`src/logic/dmscr_pkg.sv`:
```
`default_nettype none
package dmscr_pkg;

  // ------------------------------------------------------------
  // Register offsets
  // ------------------------------------------------------------
  localparam logic [7:0] OFF_DIAG_SRC    = 8'h24;
  localparam logic [7:0] OFF_SUPPLY_MON  = 8'h25;
  localparam logic [7:0] OFF_AMP_GAIN    = 8'h26;
  localparam logic [7:0] OFF_AMP1_BLANK  = 8'h27;
  localparam logic [7:0] OFF_CONTROL     = 8'h40;
  localparam logic [7:0] OFF_FAULT_STAT  = 8'h41;
  localparam logic [7:0] OFF_IRQ_STATUS  = 8'h42;
  localparam logic [7:0] OFF_IRQ_MASK    = 8'h43;

  // ------------------------------------------------------------
  // Reset values
  // ------------------------------------------------------------
  localparam logic [7:0] RST_DIAG_SRC    = 8'h00;
  localparam logic [7:0] RST_SUPPLY_MON  = 8'h14;
  localparam logic [7:0] RST_AMP_GAIN    = 8'h09;
  localparam logic [7:0] RST_AMP1_BLANK  = 8'h00;
  localparam logic [7:0] RST_CONTROL     = 8'h00;
  localparam logic [3:0] RST_IRQ         = 4'h0;

  // ------------------------------------------------------------
  // Field positions
  // ------------------------------------------------------------
  localparam int SUPPLY_UV_RESP_BIT   = 7;
  localparam int SUPPLY_OV_RESP_LSB   = 5;
  localparam int SUPPLY_OV_DG_LSB     = 3;
  localparam int SUPPLY_OV_THR_BIT    = 2;
  localparam int PUMP_UV_RESP_BIT     = 1;
  localparam int PUMP_UV_THR_BIT      = 0;
  localparam int AMP1_DIV_BIT         = 5;
  localparam int AMP1_GAIN_LSB        = 3;
  localparam int AMP2_DIV_BIT         = 2;
  localparam int AMP2_GAIN_LSB        = 0;
  localparam int BLANK_SEL_LSB        = 3;
  localparam int BLANK_LVL_LSB        = 0;
  localparam int CTRL_DIAG_EN_BIT     = 0;
  localparam int CTRL_FAULT_CLR_BIT   = 1;
  localparam logic [7:0] AMP_WR_MASK  = 8'h3F;
  localparam logic [7:0] BLANK_WR_MASK = 8'h3F;

  // Overvoltage response codes
  localparam logic [1:0] OV_LATCHED   = 2'h0;
  localparam logic [1:0] OV_AUTO      = 2'h1;
  localparam logic [1:0] OV_WARN      = 2'h2;
  localparam logic [1:0] OV_OFF       = 2'h3;

  // ------------------------------------------------------------
  // Timing
  // ------------------------------------------------------------
  localparam int CLK_MHZ        = 200;
  localparam int OV_DG0_US      = 1;
  localparam int OV_DG1_US      = 2;
  localparam int OV_DG2_US      = 4;
  localparam int OV_DG3_US      = 8;
  localparam int UV_DG_CYCLES   = 1;
  localparam int GATE_DRIVE_NS  = 4000;
  localparam int GATE_DRIVE_CYC = GATE_DRIVE_NS * CLK_MHZ / 1000;

  typedef logic [10:0] dmscr_dg_t;

  function automatic dmscr_dg_t dmscr_dg_cycles(input logic [1:0] code);
    case (code)
      2'h0:    dmscr_dg_cycles = dmscr_dg_t'(OV_DG0_US * CLK_MHZ);
      2'h1:    dmscr_dg_cycles = dmscr_dg_t'(OV_DG1_US * CLK_MHZ);
      2'h2:    dmscr_dg_cycles = dmscr_dg_t'(OV_DG2_US * CLK_MHZ);
      default: dmscr_dg_cycles = dmscr_dg_t'(OV_DG3_US * CLK_MHZ);
    endcase
  endfunction : dmscr_dg_cycles

endpackage : dmscr_pkg
`default_nettype wire

```
`src/logic/dmscr_blank_if.sv`:
```
`timescale 1ns/100ps
`default_nettype none
interface dmscr_blank_if;
  logic [2:0] trigger_sel;
  logic [2:0] duration;
  logic [7:0] bridge_switch;
  logic       blank;

  modport cfg (output trigger_sel, output duration,
               output bridge_switch, input blank);
  modport timer (input trigger_sel, input duration,
                 input bridge_switch, output blank);
endinterface : dmscr_blank_if
`default_nettype wire

```
`src/logic/dmscr_fault_mon.sv`:
```
`timescale 1ns/100ps
`default_nettype none
module dmscr_fault_mon
  import dmscr_pkg::*;
(
  input  wire logic      clk,
  input  wire logic      srst,
  input  wire logic      cond,
  input  wire logic      auto_mode,
  input  wire logic      warn_only,
  input  wire logic      disabled,
  input  wire dmscr_dg_t dg_cycles,
  input  wire logic      clear,
  output var  logic      fault,
  output var  logic      warn
);

  dmscr_dg_t cnt;
  logic      qualified;

  // ------------------------------------------------------------
  // Deglitch
  // ------------------------------------------------------------
  assign qualified = cond && (cnt >= dg_cycles);

  always_ff @(posedge clk) begin
    if (srst || !cond || disabled) begin
      cnt <= '0;
    end else if (cnt < dg_cycles) begin
      cnt <= cnt + 11'h001;
    end
  end

  // ------------------------------------------------------------
  // Fault and warning
  // ------------------------------------------------------------
  always_ff @(posedge clk) begin
    if (srst || disabled) begin
      fault <= 1'b0;
      warn  <= 1'b0;
    end else begin
      warn <= qualified && warn_only;
      if (qualified && !warn_only) begin
        fault <= 1'b1;
      end else if (auto_mode && !cond) begin
        fault <= 1'b0;
      end else if (clear) begin
        fault <= 1'b0;
      end
    end
  end

endmodule : dmscr_fault_mon
`default_nettype wire

```
`src/logic/dmscr_blank_timer.sv`:
```
`timescale 1ns/100ps
`default_nettype none
module dmscr_blank_timer
  import dmscr_pkg::*;
(
  input  wire logic   clk,
  input  wire logic   srst,
  dmscr_blank_if.timer bif
);

  logic [11:0] cnt;
  logic        trig;
  logic [11:0] next_len;

  // ------------------------------------------------------------
  // Trigger and length
  // ------------------------------------------------------------
  assign trig = bif.bridge_switch[bif.trigger_sel];
  assign next_len = 12'((16'(GATE_DRIVE_CYC)
                    * (16'(bif.duration) + 16'h0001)) >> 3);

  always_ff @(posedge clk) begin
    if (srst || bif.duration == 3'h0) begin
      cnt       <= '0;
      bif.blank <= 1'b0;
    end else if (trig) begin
      cnt       <= next_len - 12'h001;
      bif.blank <= 1'b1;
    end else if (cnt != 12'h000) begin
      cnt <= cnt - 12'h001;
    end else begin
      bif.blank <= 1'b0;
    end
  end

endmodule : dmscr_blank_timer
`default_nettype wire

```
`src/logic/dmscr_regs.sv`:
```
// The plain strobed port was chosen for this implementation.
`timescale 1ns/100ps
`default_nettype none
module dmscr_regs
  import dmscr_pkg::*;
(
  input  wire logic       clk,
  input  wire logic       srst,
  input  wire logic [7:0] addr,
  input  wire logic [7:0] wr_data,
  input  wire logic       wr_en,
  input  wire logic       rd_en,
  output var  logic [7:0] rd_data,
  input  wire logic       supply_uv_cond,
  input  wire logic       supply_ov_cond,
  input  wire logic       pump_uv_cond,
  input  wire logic [7:0] bridge_switch,
  output var  logic [7:0] diag_source_drive,
  output var  logic       supply_overvolt_threshold,
  output var  logic       pump_undervolt_threshold,
  output var  logic       amp1_ref_divider,
  output var  logic [1:0] amp1_gain_sel,
  output var  logic       amp2_ref_divider,
  output var  logic [1:0] amp2_gain_sel,
  output var  logic       supply_uv_fault,
  output var  logic       supply_ov_fault,
  output var  logic       supply_ov_warning,
  output var  logic       pump_uv_fault,
  output var  logic       amp1_blank,
  output var  logic       irq
);

  // ------------------------------------------------------------
  // Decode helper
  // ------------------------------------------------------------
  function automatic logic hit(input logic [7:0] a,
                               input logic [7:0] off);
    hit = (a == off);
  endfunction : hit

  // ------------------------------------------------------------
  // Storage
  // ------------------------------------------------------------
  logic [7:0] diag_source_enable_hi;
  logic [7:0] supply_monitor_config;
  logic [7:0] shunt_amp_gain_ref;
  logic [7:0] shunt_amp1_blanking;
  logic       offline_diag_global_en;
  logic       fault_clear;
  logic [3:0] irq_status;
  logic [3:0] irq_mask;
  logic [3:0] fault_prev;
  logic [2:0] sync1;
  logic [2:0] sync2;

  // ------------------------------------------------------------
  // Write decode
  // ------------------------------------------------------------
  logic       wr_diag;
  logic       wr_supply;
  logic       wr_gain;
  logic       wr_blank;
  logic       wr_ctrl;
  logic       wr_irq_st;
  logic       wr_irq_mask;

  assign wr_diag     = wr_en && hit(addr, OFF_DIAG_SRC);
  assign wr_supply   = wr_en && hit(addr, OFF_SUPPLY_MON);
  assign wr_gain     = wr_en && hit(addr, OFF_AMP_GAIN);
  assign wr_blank    = wr_en && hit(addr, OFF_AMP1_BLANK);
  assign wr_ctrl     = wr_en && hit(addr, OFF_CONTROL);
  assign wr_irq_st   = wr_en && hit(addr, OFF_IRQ_STATUS);
  assign wr_irq_mask = wr_en && hit(addr, OFF_IRQ_MASK);

  // ------------------------------------------------------------
  // Configuration registers
  // ------------------------------------------------------------
  always_ff @(posedge clk) begin
    if (srst) begin
      diag_source_enable_hi <= RST_DIAG_SRC;
    end else if (wr_diag) begin
      diag_source_enable_hi <= wr_data;
    end
  end

  always_ff @(posedge clk) begin
    if (srst) begin
      supply_monitor_config <= RST_SUPPLY_MON;
    end else if (wr_supply) begin
      supply_monitor_config <= wr_data;
    end
  end

  always_ff @(posedge clk) begin
    if (srst) begin
      shunt_amp_gain_ref <= RST_AMP_GAIN;
    end else if (wr_gain) begin
      shunt_amp_gain_ref <= wr_data & AMP_WR_MASK;
    end
  end

  always_ff @(posedge clk) begin
    if (srst) begin
      shunt_amp1_blanking <= RST_AMP1_BLANK;
    end else if (wr_blank) begin
      shunt_amp1_blanking <= wr_data & BLANK_WR_MASK;
    end
  end

  always_ff @(posedge clk) begin
    if (srst) begin
      offline_diag_global_en <= RST_CONTROL[CTRL_DIAG_EN_BIT];
      fault_clear            <= 1'b0;
    end else begin
      if (wr_ctrl) begin
        offline_diag_global_en <= wr_data[CTRL_DIAG_EN_BIT];
      end
      fault_clear <= wr_ctrl && wr_data[CTRL_FAULT_CLR_BIT];
    end
  end

  // ------------------------------------------------------------
  // Analog setting outputs
  // ------------------------------------------------------------
  logic [7:0] next_diag_drive;

  assign next_diag_drive = diag_source_enable_hi
                         & {8{offline_diag_global_en}};

  always_ff @(posedge clk) begin
    if (srst) begin
      diag_source_drive <= 8'h00;
    end else begin
      diag_source_drive <= next_diag_drive;
    end
  end

  assign supply_overvolt_threshold =
    supply_monitor_config[SUPPLY_OV_THR_BIT];
  assign pump_undervolt_threshold =
    supply_monitor_config[PUMP_UV_THR_BIT];
  assign amp1_ref_divider = shunt_amp_gain_ref[AMP1_DIV_BIT];
  assign amp2_ref_divider = shunt_amp_gain_ref[AMP2_DIV_BIT];
  assign amp1_gain_sel =
    shunt_amp_gain_ref[AMP1_GAIN_LSB +: 2];
  assign amp2_gain_sel =
    shunt_amp_gain_ref[AMP2_GAIN_LSB +: 2];

  // ------------------------------------------------------------
  // Comparator synchronisers
  // ------------------------------------------------------------
  always_ff @(posedge clk) begin
    if (srst) begin
      sync1 <= 3'h0;
      sync2 <= 3'h0;
    end else begin
      sync1 <= {pump_uv_cond, supply_ov_cond, supply_uv_cond};
      sync2 <= sync1;
    end
  end

  // ------------------------------------------------------------
  // Monitors
  // ------------------------------------------------------------
  logic [1:0] ov_resp;
  logic       uv_auto;
  logic       ov_auto;
  logic       ov_warn;
  logic       ov_off;
  logic       pump_auto;
  dmscr_dg_t  ov_dg;
  dmscr_dg_t  uv_dg;

  assign ov_resp   = supply_monitor_config[SUPPLY_OV_RESP_LSB +: 2];
  assign uv_auto   = supply_monitor_config[SUPPLY_UV_RESP_BIT];
  assign pump_auto = supply_monitor_config[PUMP_UV_RESP_BIT];
  assign ov_auto   = (ov_resp == OV_AUTO);
  assign ov_warn   = (ov_resp == OV_WARN);
  assign ov_off    = (ov_resp == OV_OFF);
  assign ov_dg     = dmscr_dg_cycles(
    supply_monitor_config[SUPPLY_OV_DG_LSB +: 2]);
  assign uv_dg     = dmscr_dg_t'(UV_DG_CYCLES);

  dmscr_fault_mon u_supply_uv (
    .clk       (clk),
    .srst      (srst),
    .cond      (sync2[0]),
    .auto_mode (uv_auto),
    .warn_only (1'b0),
    .disabled  (1'b0),
    .dg_cycles (uv_dg),
    .clear     (fault_clear),
    .fault     (supply_uv_fault),
    .warn      ()
  );

  dmscr_fault_mon u_supply_ov (
    .clk       (clk),
    .srst      (srst),
    .cond      (sync2[1]),
    .auto_mode (ov_auto),
    .warn_only (ov_warn),
    .disabled  (ov_off),
    .dg_cycles (ov_dg),
    .clear     (fault_clear),
    .fault     (supply_ov_fault),
    .warn      (supply_ov_warning)
  );

  dmscr_fault_mon u_pump_uv (
    .clk       (clk),
    .srst      (srst),
    .cond      (sync2[2]),
    .auto_mode (pump_auto),
    .warn_only (1'b0),
    .disabled  (1'b0),
    .dg_cycles (uv_dg),
    .clear     (fault_clear),
    .fault     (pump_uv_fault),
    .warn      ()
  );

  // ------------------------------------------------------------
  // Amplifier 1 blanking
  // ------------------------------------------------------------
  dmscr_blank_if bif ();

  assign bif.trigger_sel =
    shunt_amp1_blanking[BLANK_SEL_LSB +: 3];
  assign bif.duration =
    shunt_amp1_blanking[BLANK_LVL_LSB +: 3];
  assign bif.bridge_switch = bridge_switch;
  assign amp1_blank = bif.blank;

  dmscr_blank_timer u_blank (
    .clk  (clk),
    .srst (srst),
    .bif  (bif.timer)
  );

  // ------------------------------------------------------------
  // Interrupts
  // ------------------------------------------------------------
  logic [3:0] faults_now;
  logic [3:0] fault_rise;
  logic [3:0] next_irq_status;

  assign faults_now = {pump_uv_fault, supply_ov_warning,
                       supply_ov_fault, supply_uv_fault};
  assign fault_rise = faults_now & ~fault_prev;
  assign next_irq_status = fault_rise
    | (irq_status & ~(wr_irq_st ? wr_data[3:0] : 4'h0));

  always_ff @(posedge clk) begin
    if (srst) begin
      fault_prev <= 4'h0;
      irq_status <= RST_IRQ;
      irq_mask   <= RST_IRQ;
      irq        <= 1'b0;
    end else begin
      fault_prev <= faults_now;
      irq_status <= next_irq_status;
      if (wr_irq_mask) begin
        irq_mask <= wr_data[3:0];
      end
      irq <= |(next_irq_status & irq_mask);
    end
  end

  // ------------------------------------------------------------
  // Read path
  // ------------------------------------------------------------
  logic [7:0] next_rd_data;

  always_comb begin
    next_rd_data = 8'h00;
    case (1'b1)
      hit(addr, OFF_DIAG_SRC):   next_rd_data = diag_source_enable_hi;
      hit(addr, OFF_SUPPLY_MON): next_rd_data = supply_monitor_config;
      hit(addr, OFF_AMP_GAIN):
        next_rd_data = shunt_amp_gain_ref & AMP_WR_MASK;
      hit(addr, OFF_AMP1_BLANK):
        next_rd_data = shunt_amp1_blanking & BLANK_WR_MASK;
      hit(addr, OFF_CONTROL):
        next_rd_data = {7'h00, offline_diag_global_en};
      hit(addr, OFF_FAULT_STAT): next_rd_data = {4'h0, faults_now};
      hit(addr, OFF_IRQ_STATUS): next_rd_data = {4'h0, irq_status};
      hit(addr, OFF_IRQ_MASK):   next_rd_data = {4'h0, irq_mask};
      default:                   next_rd_data = 8'h00;
    endcase
  end

  always_ff @(posedge clk) begin
    if (srst) begin
      rd_data <= 8'h00;
    end else if (rd_en) begin
      rd_data <= next_rd_data;
    end else begin
      rd_data <= 8'h00;
    end
  end

endmodule : dmscr_regs
`default_nettype wire

```
`config.mk`:
```
export PLATFORM = sky130hd
export DESIGN_NAME = dmscr_regs
export DESIGN_NICKNAME = d
export VERILOG_FILES = /design/src/logic/dmscr_pkg.sv /design/src/logic/dmscr_blank_if.sv /design/src/logic/dmscr_fault_mon.sv /design/src/logic/dmscr_blank_timer.sv /design/src/logic/dmscr_regs.sv
export SDC_FILE = /design/constraint.sdc
export NUM_CORES = 1
export LEC_CHECK = 0
export ABC_CLOCK_PERIOD_IN_PS = 4920
export BUFFER_PORTS_ARGS = -buffer_cell sky130_fd_sc_hd__buf_2
export CAP_MARGIN = 20
export CELL_PAD_IN_SITES_DETAIL_PLACEMENT = 1
export CELL_PAD_IN_SITES_GLOBAL_PLACEMENT = 1
export CORE_UTILIZATION = 48
export CTS_BUF_LIST = sky130_fd_sc_hd__clkbuf_16
export DETAILED_ROUTE_END_ITERATION = 6
export PLACE_DENSITY = 0.91
export SYNTH_ARGS = -nofsm -noshare
export SYNTH_HDL_FRONTEND = slang
export SYNTH_SLANG_ARGS = --single-unit
export TNS_END_PERCENT = 30
```
`constraint.sdc`:
```
create_clock -name clk -period 4.92 [get_ports clk]
set_input_delay 0.246 -clock clk [delete_from_list [all_inputs] [get_ports clk]]
set_output_delay 0.246 -clock clk [all_outputs]
set_load 0.05 [all_outputs]
```
==> results of run 1 <==
## metrics by stage
step                instances  cell area (µm²)  total power [mW]  worst slack, ps  util, %
finish                    799             6490              2.34             1860     59.1
CTS                       799             6490              2.36             1850     59.1
global route              799             6490              2.41             1700     59.1
global placement          767             5870              1.03             2230     53.4
detailed placement        767             5870              1.03             2090     53.4
floorplan                 590             5490              1.00             2390        -
## logic make-up after synthesis
logic type               share of synthesized area (%)
AND/OR/NAND/NOR                                   23.5
buffers and inverters                             3.46
flip-flops                                        41.9
AO/OA/AOI/OAI                                     12.4
other                                           0.0683
adder cells (fa/ha/maj)                           6.15
multiplexers                                      10.2
XOR/XNOR                                          2.32
## cell type report
| type | count | area (µm²) |
|---|---|---|
| clock buffers | 17 | 425 |
| clock inverters | 15 | 204 |
| fillers | 1246 | 4490 |
| inverters | 22 | 82.6 |
| multi-input cells | 429 | 3000 |
| flip-flops and latches | 115 | 2300 |
| well taps | 140 | 175 |
| repair buffers | 61 | 308 |
## power groups by stage
stage          clock, mW  combinational, mW  sequential (mW)
3_5_place_dp           0             0.0732            0.959
5_1_grt             1.39             0.0828            0.939
6_report            1.32             0.0780            0.939
3_3_place_gp           0             0.0699            0.958
4_1_cts             1.34             0.0765            0.939
2_1_floorplan          0             0.0430            0.959
## critical path, stage by stage, from the launching register on
cell	delay [ps]
sky130_fd_sc_hd__dfxtp_1	560
sky130_fd_sc_hd__ha_1	400
sky130_fd_sc_hd__xnor2_1	120
sky130_fd_sc_hd__ha_1	290
sky130_fd_sc_hd__inv_1	50
sky130_fd_sc_hd__ha_1	190
sky130_fd_sc_hd__ha_1	330
sky130_fd_sc_hd__or2_2	310
sky130_fd_sc_hd__nor3_1	210
sky130_fd_sc_hd__mux2i_1	160
sky130_fd_sc_hd__mux2_2	300
sky130_fd_sc_hd__nand2_1	70
## sequential cells by signal (all words and copies together), names as in the netlist, 3 cells and up
register and flops:
u_blank.cnt 12, fault_prev 4, shunt_amp_gain_ref 6, sync1 3
u_supply_uv.cnt 11, u_supply_ov.cnt 11, diag_source_drive 8, irq_mask 4
supply_monitor_config 8, diag_source_enable_hi 8, shunt_amp1_blanking 6, u_pump_uv.cnt 11
sync2 3, rd_data 8, irq_status 4
## routing by layer
metal	up-vias	part of all wire [%]
li1	2211	-
met1	2361	39
met2	164	51
met3	67	5.1
met4	0	4.9
met5	-	0
## worst max path at each step
stage                                start               to  slack, ps  cells after the start
floorplan           shunt_amp1_blanking[1]  u_blank.cnt[10]       2390                     11
global placement    shunt_amp1_blanking[0]  u_blank.cnt[10]       2230                      9
detailed placement  shunt_amp1_blanking[0]  u_blank.cnt[10]       2090                      9
CTS                 shunt_amp1_blanking[0]  u_blank.cnt[10]       1850                     11
global route        shunt_amp1_blanking[0]  u_blank.cnt[10]       1700                     11
finish              shunt_amp1_blanking[0]  u_blank.cnt[10]       1860                     11
## layout by cell type, fill, tap and decap left out, drive strengths merged, types with 5 or more instances in the layout
| cell type | synthesis | final |
|---|---|---|
| or3 | 8 | 8 |
| and3 | 8 | 8 |
| nand3 | 19 | 19 |
| mux4 | 5 | 5 |
| inv | 22 | 25 |
| a31oi | 7 | 7 |
| nor2b | 24 | 24 |
| ha | 27 | 27 |
| nor3 | 17 | 17 |
| dfxtp | 115 | 115 |
| and2 | 26 | 26 |
| o21ai | 20 | 20 |
| xnor2 | 7 | 7 |
| a21oi | 32 | 32 |
| nand2b | 12 | 12 |
| nor4 | 9 | 9 |
| clkbuf | 15 | 17 |
| o31ai | 6 | 6 |
| or4 | 5 | 5 |
| o21a | 5 | 5 |
| mux2i | 41 | 41 |
| nand2 | 35 | 35 |
| clkinv | 0 | 7 |
| buf | 9 | 61 |
| xor2 | 5 | 5 |
| nor2 | 54 | 54 |
==> results.md, run 1 <==
- The post-CTS setup-driven buffer insertion count is 0.
- The commonest cells after synthesis are sky130_fd_sc_hd__dfxtp_1 (115), sky130_fd_sc_hd__nor2_1 (53), sky130_fd_sc_hd__mux2i_1 (40).
- The tightest min-delay check is of the input pin to flip-flop type.
- During placement, the flow inserted port buffers numbering 60.
- The number of antenna diodes in the final layout is 0.
- Hold is met by ~33 ps.
- The total overflow left after global routing is 0.
- The final layout contains routed wiring with a total length of 16400 µm.
- Buffers inserted during clock tree synthesis total 17.
- Summed over all nets, the half-perimeter wirelength after detailed placement is 10600 µm.
- For this run, the leading register cell type out of synthesis is sky130_fd_sc_hd__dfxtp_1.
- The count of boundary I/O pins is 61.
- The overall via count from detail_route is 4803.
- The clock reaches the later pin of the worst-skew pair after about 430 ps.
- After clock tree synthesis, the clock-pin slew on the worst setup and hold paths is approximately 60 ps.
- Timing would allow up to 0.326 GHz.
- Ranked by total cell area, the synthesized netlist is headed by sky130_fd_sc_hd__dfxtp_1 (42%), sky130_fd_sc_hd__mux2i_1 (7.3%), sky130_fd_sc_hd__ha_1 (6.2%).
- Between clock sinks in the finished design, the worst skew comes to ~10 ps.
- Post-CTS repair changed the size of 0 cells.
- The number of routed nets with antenna violations is 0.
- The largest net degree at the start of global routing is 32.
- The number of buffers on the longest clock path is 2.
- The flow ran to the end, and the final reports show no timing, DRC or antenna violations.
- The via count of the first global-routing pass is between 5000 and 6000.
- The post-route clock period utilization is between 60 and 70%.
- Summing the sequential cell areas from Yosys gives between 40% and 50% of the chip area.
- Buffers inserted to repair hold after CTS numbered 0.
- The final number of max-transition violations is 0.
- The average routed wire per standard cell is roughly 20 µm.
- The die covers roughly 12000 µm².
- In this run the worst path has a maximum fanout of 11.
- For this design the static power due to leakage is 2.80 nW.
- The number of cells on the worst hold path is 2.
- For this configuration, the core starts out at a cell density of around half.
- STA puts the critical path data required time at between 5000 and 6000 ps.
- The clock tree from TritonCTS is done.
- After the first detailed-routing iteration, the DRC count stood at 226.
- From bottom edge to top edge, the die measures approximately 110 µm.
- In this run the power spent charging and discharging nets is ~530 µW.
- The number of enable flip-flop cells after synthesis is 0.
- The launch instance of the worst min-delay path is supply_ov_cond.
- The clock sink total is between 100 and 150.
- Subtracting the final worst setup slack from the clock period gives approximately 3100 ps.
- The wire length of the first global-routing pass is 26400 µm.
- The portion of total power attributed to combinational logic is under 10%.
- The worst endpoint data arrival time is around 3400 ps.
- The slack of the worst reg-to-reg path is around 1900 ps.
- The synthesized net count is ~650.
- The number of antenna violations at the first check in global routing is 0.
- The launch point of the worst reg-to-reg path is shunt_amp1_blanking[0].
- The post-synthesis area per instance is ~9.3 µm².
- In the post-synthesis netlist, the cell with the most instances is sky130_fd_sc_hd__dfxtp_1.
- The cell count after synthesis came out at between 500 and 600.
- The die width is between 100 and 150 µm.
- The internal power of the cells totals between 1.5 and 2 mW.
- Global routing used under 10% of the available met3 tracks.
- Of the total power, the share spent switching nets is 22.6%.
- The cell type contributing the most total cell area after synthesis is sky130_fd_sc_hd__dfxtp_1.
- The mapped netlist covers 5490 µm².
- In this run the tightest slew margin relative to its limit is roughly 37%.
- The synthesized flop and latch total is around 120.
- In this run the power density over the cells is between 300 and 400 nW/µm².
- The transition time at the pin with the least slew margin is around 900 ps.
- The area growth from synthesis to layout is 18.3%.
- The path with the worst hold slack has its endpoint at sync1[1].
- The pre-antenna-repair detailed-routing pass consisted of 4 iterations.
- The worst register-to-register path ends at u_blank.cnt[10].
- The floorplan has 38 rows.
- The share of the synthesized area in the top cell type is roughly two fifths.
- For the final routed database, the setup TNS stands at 0 ps.
- The maximum resistive drop on vdd is 355 µV.
- The final setup violation count is 0.
- The clock share of power is around 57%.
- The hold violation total from the final report is 0.
- The post-route netlist has 17.0% of its cells at a drive strength greater than 1.
- The core area is ~11000 µm².
- Registers are responsible for 40.1% of the overall power.
- The global routing met1 resource utilization is 32.0%.
- The detailed-route vias per instance is 6.01.
- The fraction of registers with async set or reset after synthesis is 0%.
- Max-cap violations in this run came to 0.
- Routability-driven placement finished with a final weighted congestion of between 0.9 and 1.
- The H-tree was split into 4 levels.
- After global routing, the most crowded layer is met2.
- For this run, the total global-route usage over all layers was measured as between 20% and 30%.
- The number of different library cells used by synthesis comes to 64.
- The critical path class is flip-flop to flip-flop.
- The global routing met2 resource utilization is 51.0%.
- The final layout contains just over 700 nets.
- Yosys printed 0 warnings.
- The buffer cell driving the clock tree root is sky130_fd_sc_hd__clkbuf_16.
- The worst setup path is launched from a flip-flop.
- For this run, design rule violations remaining after detail routing come to 0.
- The worst register-to-register path has a depth of 11.
- The worst setup path is captured at a flip-flop.
- Setup repair after global routing left no endpoint under its margin.
Power figures use the tool's default switching activity.
==> run 2: changes to the inputs <==
--- a/config.mk
+++ b/config.mk
@@ -5,15 +5,15 @@
 export SDC_FILE = /design/constraint.sdc
 export NUM_CORES = 1
 export LEC_CHECK = 0
-export ABC_CLOCK_PERIOD_IN_PS = 4920
+export ABC_CLOCK_PERIOD_IN_PS = 3000
 export BUFFER_PORTS_ARGS = -buffer_cell sky130_fd_sc_hd__buf_2
 export CAP_MARGIN = 20
 export CELL_PAD_IN_SITES_DETAIL_PLACEMENT = 1
 export CELL_PAD_IN_SITES_GLOBAL_PLACEMENT = 1
-export CORE_UTILIZATION = 48
+export CORE_UTILIZATION = 45
 export CTS_BUF_LIST = sky130_fd_sc_hd__clkbuf_16
 export DETAILED_ROUTE_END_ITERATION = 6
-export PLACE_DENSITY = 0.91
+export PLACE_DENSITY = 0.86
 export SYNTH_ARGS = -nofsm -noshare
 export SYNTH_HDL_FRONTEND = slang
 export SYNTH_SLANG_ARGS = --single-unit
==> constraint.sdc (replaced) <==
create_clock -name clk -period 3 [get_ports clk]
set_input_delay 0.15 -clock clk [delete_from_list [all_inputs] [get_ports clk]]
set_output_delay 0.15 -clock clk [all_outputs]
set_load 0.05 [all_outputs]
==> results.md, run 2 (synthesized netlist as in run 1, its figures left out) <==
- The flow ran to the end, and the final reports show no timing, DRC or antenna violations.
- The area occupied by registers is 2300 µm² (unchanged).
- The number of iterations in the first detailed-routing pass is 4 (unchanged).
- The maximum fanout encountered on the critical timing path is 7 (-4).
- The placed instance count was 776 (+1.2%).
- The total power per unit cell area is 548 nW/µm² (+52%).
- The detailed-route DRC error count was 0 (unchanged).
- The cell row count was 39 (+2.6%).
- The vertical extent of the die is 112 µm (+3.2%).
- The initial standard-cell utilization of the core is 47.1% (-2.9 points).
- The launch point of the worst reg-to-reg path is shunt_amp1_blanking[1].
- The post-CTS setup-driven buffer insertion count was 0 (unchanged).
- The placed wire-length estimate is 10400 µm (-1.6%).
- The CTS H-tree depth is 4 (unchanged).
- On the critical path the largest part of the delay comes from adder cells.
- The startpoint identified for the worst hold timing path is wr_data[4].
- The die width is 112 µm (+3.2%).
- The transition time at the pin with the least slew margin is 756 ps (-170 ps).
- The total of buffers placed on input and output ports came to 60 (unchanged).
- The final-layout setup total negative slack is 0 ps (unchanged).
- The latest clock arrival within the worst-skew pair is 410 ps (-20 ps).
- The endpoint required time on the critical path was 3350 ps (-1940 ps).
- The number of antenna violations at the first check in global routing came to 0 (unchanged).
- The antenna cell count was 0 (unchanged).
- The layout net count is 713 (+1.3%).
- The start point of the critical path is shunt_amp1_blanking[1].
- The leakage dissipation is 2.80 nW (about the same).
- The area growth from synthesis to layout came to 18.4% (about the same).
- The maximum resistive drop on vdd is 429 µV (+21%).
- The aggregate global-route resource usage is 25.5% (-4.2 points).
- The critical path class is flip-flop to flip-flop.
- Setup repair after global routing left no endpoint under its margin.
- The final setup violation count was 0 (unchanged).
- The wire length of the first global-routing pass is 25100 µm (-4.9%).
- The core utilization of the finished layout is 55.7% (-3.4 points).
- The average routed wire per standard cell is 18.4 µm (-10%).
- The root buffer cell chosen for the clock tree is sky130_fd_sc_hd__clkbuf_16.
- The largest net degree at the start of global routing was 29 (-9.4%).
- The core area is 11700 µm² (+6.2%).
- The clock-pin transition on the worst setup and hold timing paths was 50 ps (about the same).
- The placer congestion estimate came to 0.867 (-6.5%).
- The number of routed nets with antenna violations is 0 (unchanged).
- The sum of overflow across all layers after global routing is 0 (unchanged).
- The type of the most critical hold path is input pin to flip-flop.
- The clock sink total was 115 (unchanged).
- The number of DRC markers in iteration 0 is 225 (-0.44%).
- The worst clock skew is 4.07 ps (-5.93 ps).
- The worst setup path is launched from a flip-flop.
- The full die area is 12600 µm² (+6.5%).
- The count of boundary I/O pins is 61 (unchanged).
- The filler-free cell count of the finished design came to 811 (+1.5%).
- The final period demand of the worst path was 2730 ps (-333 ps).
- The maximum clock rate came to 0.366 GHz (+12%).
- The max-cap check violation count is 0 (unchanged).
- The hold violation total from the final report came to 0 (unchanged).
- The area of combinational cells with multiple inputs is 3000 µm² (+0.13%).
- The layout filler cell count is 1305 (+4.7%).
- The share of layout cells above drive strength 1 is 16.9% (-0.079 points).
- The relative slew slack was 48.6% (+12 points).
- The overall via count from detail_route came to 4635 (-3.5%).
- TritonCTS built the clock tree.
- The sort of element at the end of the critical path is a flip-flop.
- The worst endpoint data arrival time is 3080 ps (-350 ps).
- The top cell types in the final layout, fill and taps aside, are sky130_fd_sc_hd__dfxtp_1 (115), sky130_fd_sc_hd__buf_2 (60), sky130_fd_sc_hd__nor2_1 (53).
- The count of buffering cells on the critical path with inverters included is 2 (+1).
- Ranked by flip-flop count, first place goes to u_blank.cnt.
- Traced cell by cell, the critical path runs through inv_1 -> ha_1 -> inv_1 -> ha_1 -> and3_1 -> a311o_1 -> or3_1 -> mux2_2 -> nand2_1.
- The maximum cell stage delay along the critical path is 450 ps (-110 ps).
- The final number of max-transition violations is 0 (unchanged).
- The post-route clock period utilization is 91.0% (+29 points).
- The detailed-route vias per instance is 5.72 (-4.9%).
- The total routed wirelength is 14900 µm (-9.0%).
- The flip-flop count of the largest register, all copies and words added is 12 (unchanged).
- The number of buffers created by CTS is 17 (unchanged).
- On the critical path, the stage with the largest delay is an instance of sky130_fd_sc_hd__dfxtp_1.
- The via count of the first global-routing pass was 5064 (-2.6%).
- The library cell used most frequently in the layout, excluding fill and tap cells, is sky130_fd_sc_hd__dfxtp_1.
- The number of buffers on the longest clock path is 2 (unchanged).
run 2: cell types whose count changed in the layout (fill, tap and decap cells not counted), sizes merged:
cell / change
buf: +6
bufinv: -2
clkinv: -1
clkinvlp: +3
dlygate4sd3: +3
run 2: path summary, 6_finish.rpt:
check	end	slack [ps]	cells past startpoint
min reg2reg	sync2[0]	440	1
max reg2reg	u_blank.cnt[10]	270	9
min	supply_monitor_config[4]	20	2
max	u_blank.cnt[10]	270	9
run 2: worst register-to-register path, cell delays in order, from the launching register on:
cell,delay (ps)
sky130_fd_sc_hd__dfxtp_1,450
sky130_fd_sc_hd__inv_1,130
sky130_fd_sc_hd__ha_1,420
sky130_fd_sc_hd__inv_1,130
sky130_fd_sc_hd__ha_1,320
sky130_fd_sc_hd__and3_1,160
sky130_fd_sc_hd__a311o_1,380
sky130_fd_sc_hd__or3_1,370
sky130_fd_sc_hd__mux2_2,270
sky130_fd_sc_hd__nand2_1,60
run 2: area by class of cell:
type / count / area share [%]
Clock inverter: 15 / 1.94
Tap cell: 143 / 2.75
Clock buffer: 17 / 6.54
Inverter: 22 / 1.27
Sequential cell: 115 / 35.4
Multi-Input combinational cell: 429 / 46.2
Timing Repair Buffer: 70 / 5.89
run 2: power breakdown:
part           switching [mW]  internal (mW)
registers             0.00413           1.54
logic                  0.0802         0.0462
clock network           0.701           1.19
run 2: through the flow:
step                area (µm²)  total power [mW]  setup WS, ps  hold WS (ps)
floorplan                 5490              1.64           467           268
global placement          5910              1.69           453           361
detailed placement        5910              1.69           230           369
CTS                       6500              3.58           172          19.4
global route              6500              3.66          27.3          17.6
finish                    6500              3.56           270          20.7
run 2: layer usage:
metal | part of all wire, % | track usage [%]
met1 | 42 | 28.8
met2 | 52 | 45.8
met3 | 4.0 | 6.64
met4 | 1.9 | 10.3
met5 | 0 | 0
run 2: repair_timing:
action / 4_1_cts / 5_1_grt
endpoints found under the hold margin: 3 / 0
setup endpoints to repair: 0 / 2
resized for setup: 0 / 2
hold buffers: 3 / 0
==> run 3: changes to the inputs <==
--- a/config.mk
+++ b/config.mk
@@ -5,8 +5,8 @@
 export SDC_FILE = /design/constraint.sdc
 export NUM_CORES = 1
 export LEC_CHECK = 0
-export ABC_CLOCK_PERIOD_IN_PS = 3000
-export BUFFER_PORTS_ARGS = -buffer_cell sky130_fd_sc_hd__buf_2
+export ABC_CLOCK_PERIOD_IN_PS = 2780
+export BUFFER_PORTS_ARGS = -buffer_cell sky130_fd_sc_hd__buf_4
 export CAP_MARGIN = 20
 export CELL_PAD_IN_SITES_DETAIL_PLACEMENT = 1
 export CELL_PAD_IN_SITES_GLOBAL_PLACEMENT = 1
@@ -14,6 +14,7 @@
 export CTS_BUF_LIST = sky130_fd_sc_hd__clkbuf_16
 export DETAILED_ROUTE_END_ITERATION = 6
 export PLACE_DENSITY = 0.86
+export SLEW_MARGIN = 20
 export SYNTH_ARGS = -nofsm -noshare
 export SYNTH_HDL_FRONTEND = slang
 export SYNTH_SLANG_ARGS = --single-unit
==> constraint.sdc (replaced) <==
create_clock -name clk -period 2.78 [get_ports clk]
set_input_delay 0.139 -clock clk [delete_from_list [all_inputs] [get_ports clk]]
set_output_delay 0.139 -clock clk [all_outputs]
set_load 0.05 [all_outputs]
==> results.md, run 3 (synthesized netlist as in run 1, its figures left out) <==
- The count of boundary I/O pins is 61 (unchanged).
- The finished layout cell area is 6740 µm² (+3.7%).
- The internal cell power is 3.12 mW (+12%).
- In this run the clock root is driven by a sky130_fd_sc_hd__clkbuf_16.
- The placed wire-length estimate was 10400 µm (about the same).
- The average routed wire per standard cell is 18.5 µm (+0.97%).
- The critical path's slowest cell is sky130_fd_sc_hd__dfxtp_1.
- The cell row count is 39 (unchanged).
- Leaving out fill and tap cells, the most frequent cell in the layout is sky130_fd_sc_hd__dfxtp_1.
- The largest net degree at the start of global routing is 59 (+100%).
- The detailed-route DRC error count is 0 (unchanged).
- The final period demand of the worst path is 2620 ps (-109 ps).
- The overall via count from detail_route is 4616 (-0.41%).
- The final setup violation count came to 0 (unchanged).
- The pre-CTS setup slack was 62.2 ps (-168 ps).
- The layout filler cell count is 1329 (+1.8%).
- The count of buffering cells on the critical path with inverters included is 1 (-1).
- The aggregate global-route resource usage was 25.8% (+0.29 points).
- The core area was 11700 µm² (unchanged).
- The worst clock skew is 6.40 ps (+2.33 ps).
- The number of DRC markers in iteration 0 was 214 (-4.9%).
- The antenna cell count is 0 (unchanged).
- The net load switching power is 875 µW (+11%).
- The relative slew slack is 53.3% (+4.7 points).
- The wire length of the first global-routing pass is 25100 µm (+0.11%).
- The kind of cell with the highest combined delay along the critical path is adder cells.
- The core utilization of the finished layout is 57.8% (+2.1 points).
- The transition time at the pin with the least slew margin came to 698 ps (-57.3 ps).
- The sort of element at the end of the critical path is a flip-flop.
- The share of power burned in registers is 41.6% (-1.6 points).
- The initial standard-cell utilization of the core is 47.1% (unchanged).
- The endpoint required time on the critical path is 3140 ps (-210 ps).
- The sum of overflow across all layers after global routing came to 0 (unchanged).
- The post-CTS setup-driven buffer insertion count came to 0 (unchanged).
- The maximum resistive drop on vdd is 411 µV (-4.3%).
- The largest register by flop count is u_blank.cnt.
- The detailed-route vias per instance came to 5.66 (-1.0%).
- The maximum cell stage delay along the critical path is 440 ps (about the same).
- The setup slack after layout came to 158 ps (-111 ps).
- The CTS H-tree depth is 4 (unchanged).
- The standard cell area after detailed placement came to 6080 µm² (+2.8%).
- The total of buffers placed on input and output ports is 60 (unchanged).
- The latest clock arrival within the worst-skew pair came to 420 ps (about the same).
- The sum of internal, switching and leakage power is 3.99 mW (+12%).
- The maximum clock rate is 0.381 GHz (+4.2%).
- The post-route clock period utilization is 94.3% (+3.3 points).
- The area growth from synthesis to layout is 22.8%.
- The switching portion of total power is 21.9% (-0.13 points).
- The hold violation total from the final report is 0 (unchanged).
- The placed instance count came to 778 (+0.26%).
- The max-cap check violation count is 0 (unchanged).
- The clock-pin transition on the worst setup and hold timing paths was 50 ps (about the same).
- The clock sink total came to 115 (unchanged).
- The via count of the first global-routing pass is 4863 (-4.0%).
- The total power per unit cell area was 592 nW/µm² (+8.1%).
- The final number of max-transition violations came to 0 (unchanged).
- The final-layout setup total negative slack is 0 ps (unchanged).
- The filler-free cell count of the finished design is 816 (+0.62%).
- The number of buffers created by CTS came to 17 (unchanged).
- The worst hold slack is 24.5 ps (+3.84 ps).
- The worst endpoint data arrival time is 2980 ps (-100 ps).
- The number of routed nets with antenna violations is 0 (unchanged).
- The layout net count is 718 (+0.70%).
- The type of the most critical hold path is input pin to flip-flop.
- The total routed wirelength is 15100 µm (+1.6%).
- The leakage dissipation is 2.86 nW (+2.3%).
- Leaving out fill and tap cells, the most frequent cells in the layout are sky130_fd_sc_hd__dfxtp_1 (114), sky130_fd_sc_hd__buf_4 (69), sky130_fd_sc_hd__nor2_1 (53).
- STA classifies the critical path startpoint as a flip-flop.
- The number of buffers on the longest clock path is 2 (unchanged).
- The die width was 112 µm (unchanged).
- The number of antenna violations at the first check in global routing is 0 (unchanged).
- The clock share of power was 54.6% (+1.4 points).
- Traced cell by cell, the critical path runs through ha_2 -> xnor2_1 -> ha_1 -> inv_1 -> ha_1 -> ha_1 -> or2_2 -> nor3_1 -> mux2i_1 -> mux2_2 -> nand2_1.
- The vertical extent of the die is 112 µm (unchanged).
- The run finished with clean final reports.
- The full die area came to 12600 µm² (unchanged).
- The number of iterations in the first detailed-routing pass came to 4 (unchanged).
- The flip-flop count of the largest register, all copies and words added is 12 (unchanged).
- Setup repair after global routing could not meet its margin everywhere.
- The portion of total power attributed to combinational logic was 3.8% (+0.2 points).
- The maximum fanout encountered on the critical timing path is 7 (unchanged).
- The critical path class is flip-flop to flip-flop.
- The placer congestion estimate is 0.825 (-4.8%).
- The share of layout cells above drive strength 1 is 18.0% (+1.1 points).
- By instance count, the cell type seen most on the critical path is sky130_fd_sc_hd__ha_1.
- TritonCTS built the clock tree.
[run 3: changes by cell type in the layout (fill, tap and decap cells not counted), moves of 2 or more]
| cell | previous run | this run |
|---|---|---|
| sky130_fd_sc_hd__buf_4 | 7 | 69 |
| sky130_fd_sc_hd__clkinv_2 | 2 | 4 |
| sky130_fd_sc_hd__buf_2 | 60 | 0 |
| sky130_fd_sc_hd__dlygate4sd3_1 | 3 | 6 |
| sky130_fd_sc_hd__inv_1 | 25 | 22 |
| sky130_fd_sc_hd__clkinv_1 | 4 | 2 |
[run 3: what timing repair did]
action                                  CTS  global route
gates resized for setup                   0             4
endpoints found under the hold margin     8             0
endpoints found under the setup margin    0             7
hold buffers                              6             0
[run 3: power groups by stage]
stage | combinational [mW] | clock (mW) | sequential (mW)
3_3_place_gp | 0.137 | 0 | 1.70
5_1_grt | 0.163 | 2.29 | 1.66
3_5_place_dp | 0.142 | 0 | 1.70
6_report | 0.150 | 2.18 | 1.66
2_1_floorplan | 0.0762 | 0 | 1.70
4_1_cts | 0.150 | 2.21 | 1.66
[run 3: final timing paths]
path / from / to / slack [ps] / cells after the start
hold reg to reg: sync1[2] / sync2[2] / 440 / 1
setup reg to reg: shunt_amp1_blanking[1] / u_blank.cnt[10] / 160 / 11
hold / removal: wr_data[6] / supply_monitor_config[6] / 20 / 3
setup / recovery: shunt_amp1_blanking[1] / u_blank.cnt[10] / 160 / 11
[run 3: area by class of cell]
class | count | area [µm²] | share of cell area, %
inverters | 22 | 82.6 | 1.22
flip-flops and latches | 115 | 2300 | 34.2
clock inverters | 15 | 165 | 2.45
clock buffers | 17 | 425 | 6.31
multi-input cells | 429 | 3010 | 44.6
repair buffers | 75 | 578 | 8.57
well taps | 143 | 179 | 2.65
[run 3: worst register-to-register path, cell delays in order, from the launching register on]
cell	delay (ps)
sky130_fd_sc_hd__dfxtp_1	440
sky130_fd_sc_hd__ha_2	310
sky130_fd_sc_hd__xnor2_1	90
sky130_fd_sc_hd__ha_1	270
sky130_fd_sc_hd__inv_1	40
sky130_fd_sc_hd__ha_1	190
sky130_fd_sc_hd__ha_1	320
sky130_fd_sc_hd__or2_2	300
sky130_fd_sc_hd__nor3_1	160
sky130_fd_sc_hd__mux2i_1	120
sky130_fd_sc_hd__mux2_2	290
sky130_fd_sc_hd__nand2_1	50
[run 3: routing by layer]
metal | vias to the layer above | global-route usage [%] | wire (µm)
met5 | - | 0 | 0
met4 | 0 | 10.4 | 348
met3 | 28 | 6.97 | 516
met2 | 80 | 46.8 | 8030
met1 | 2272 | 28.6 | 6240
li1 | 2236 | - | -
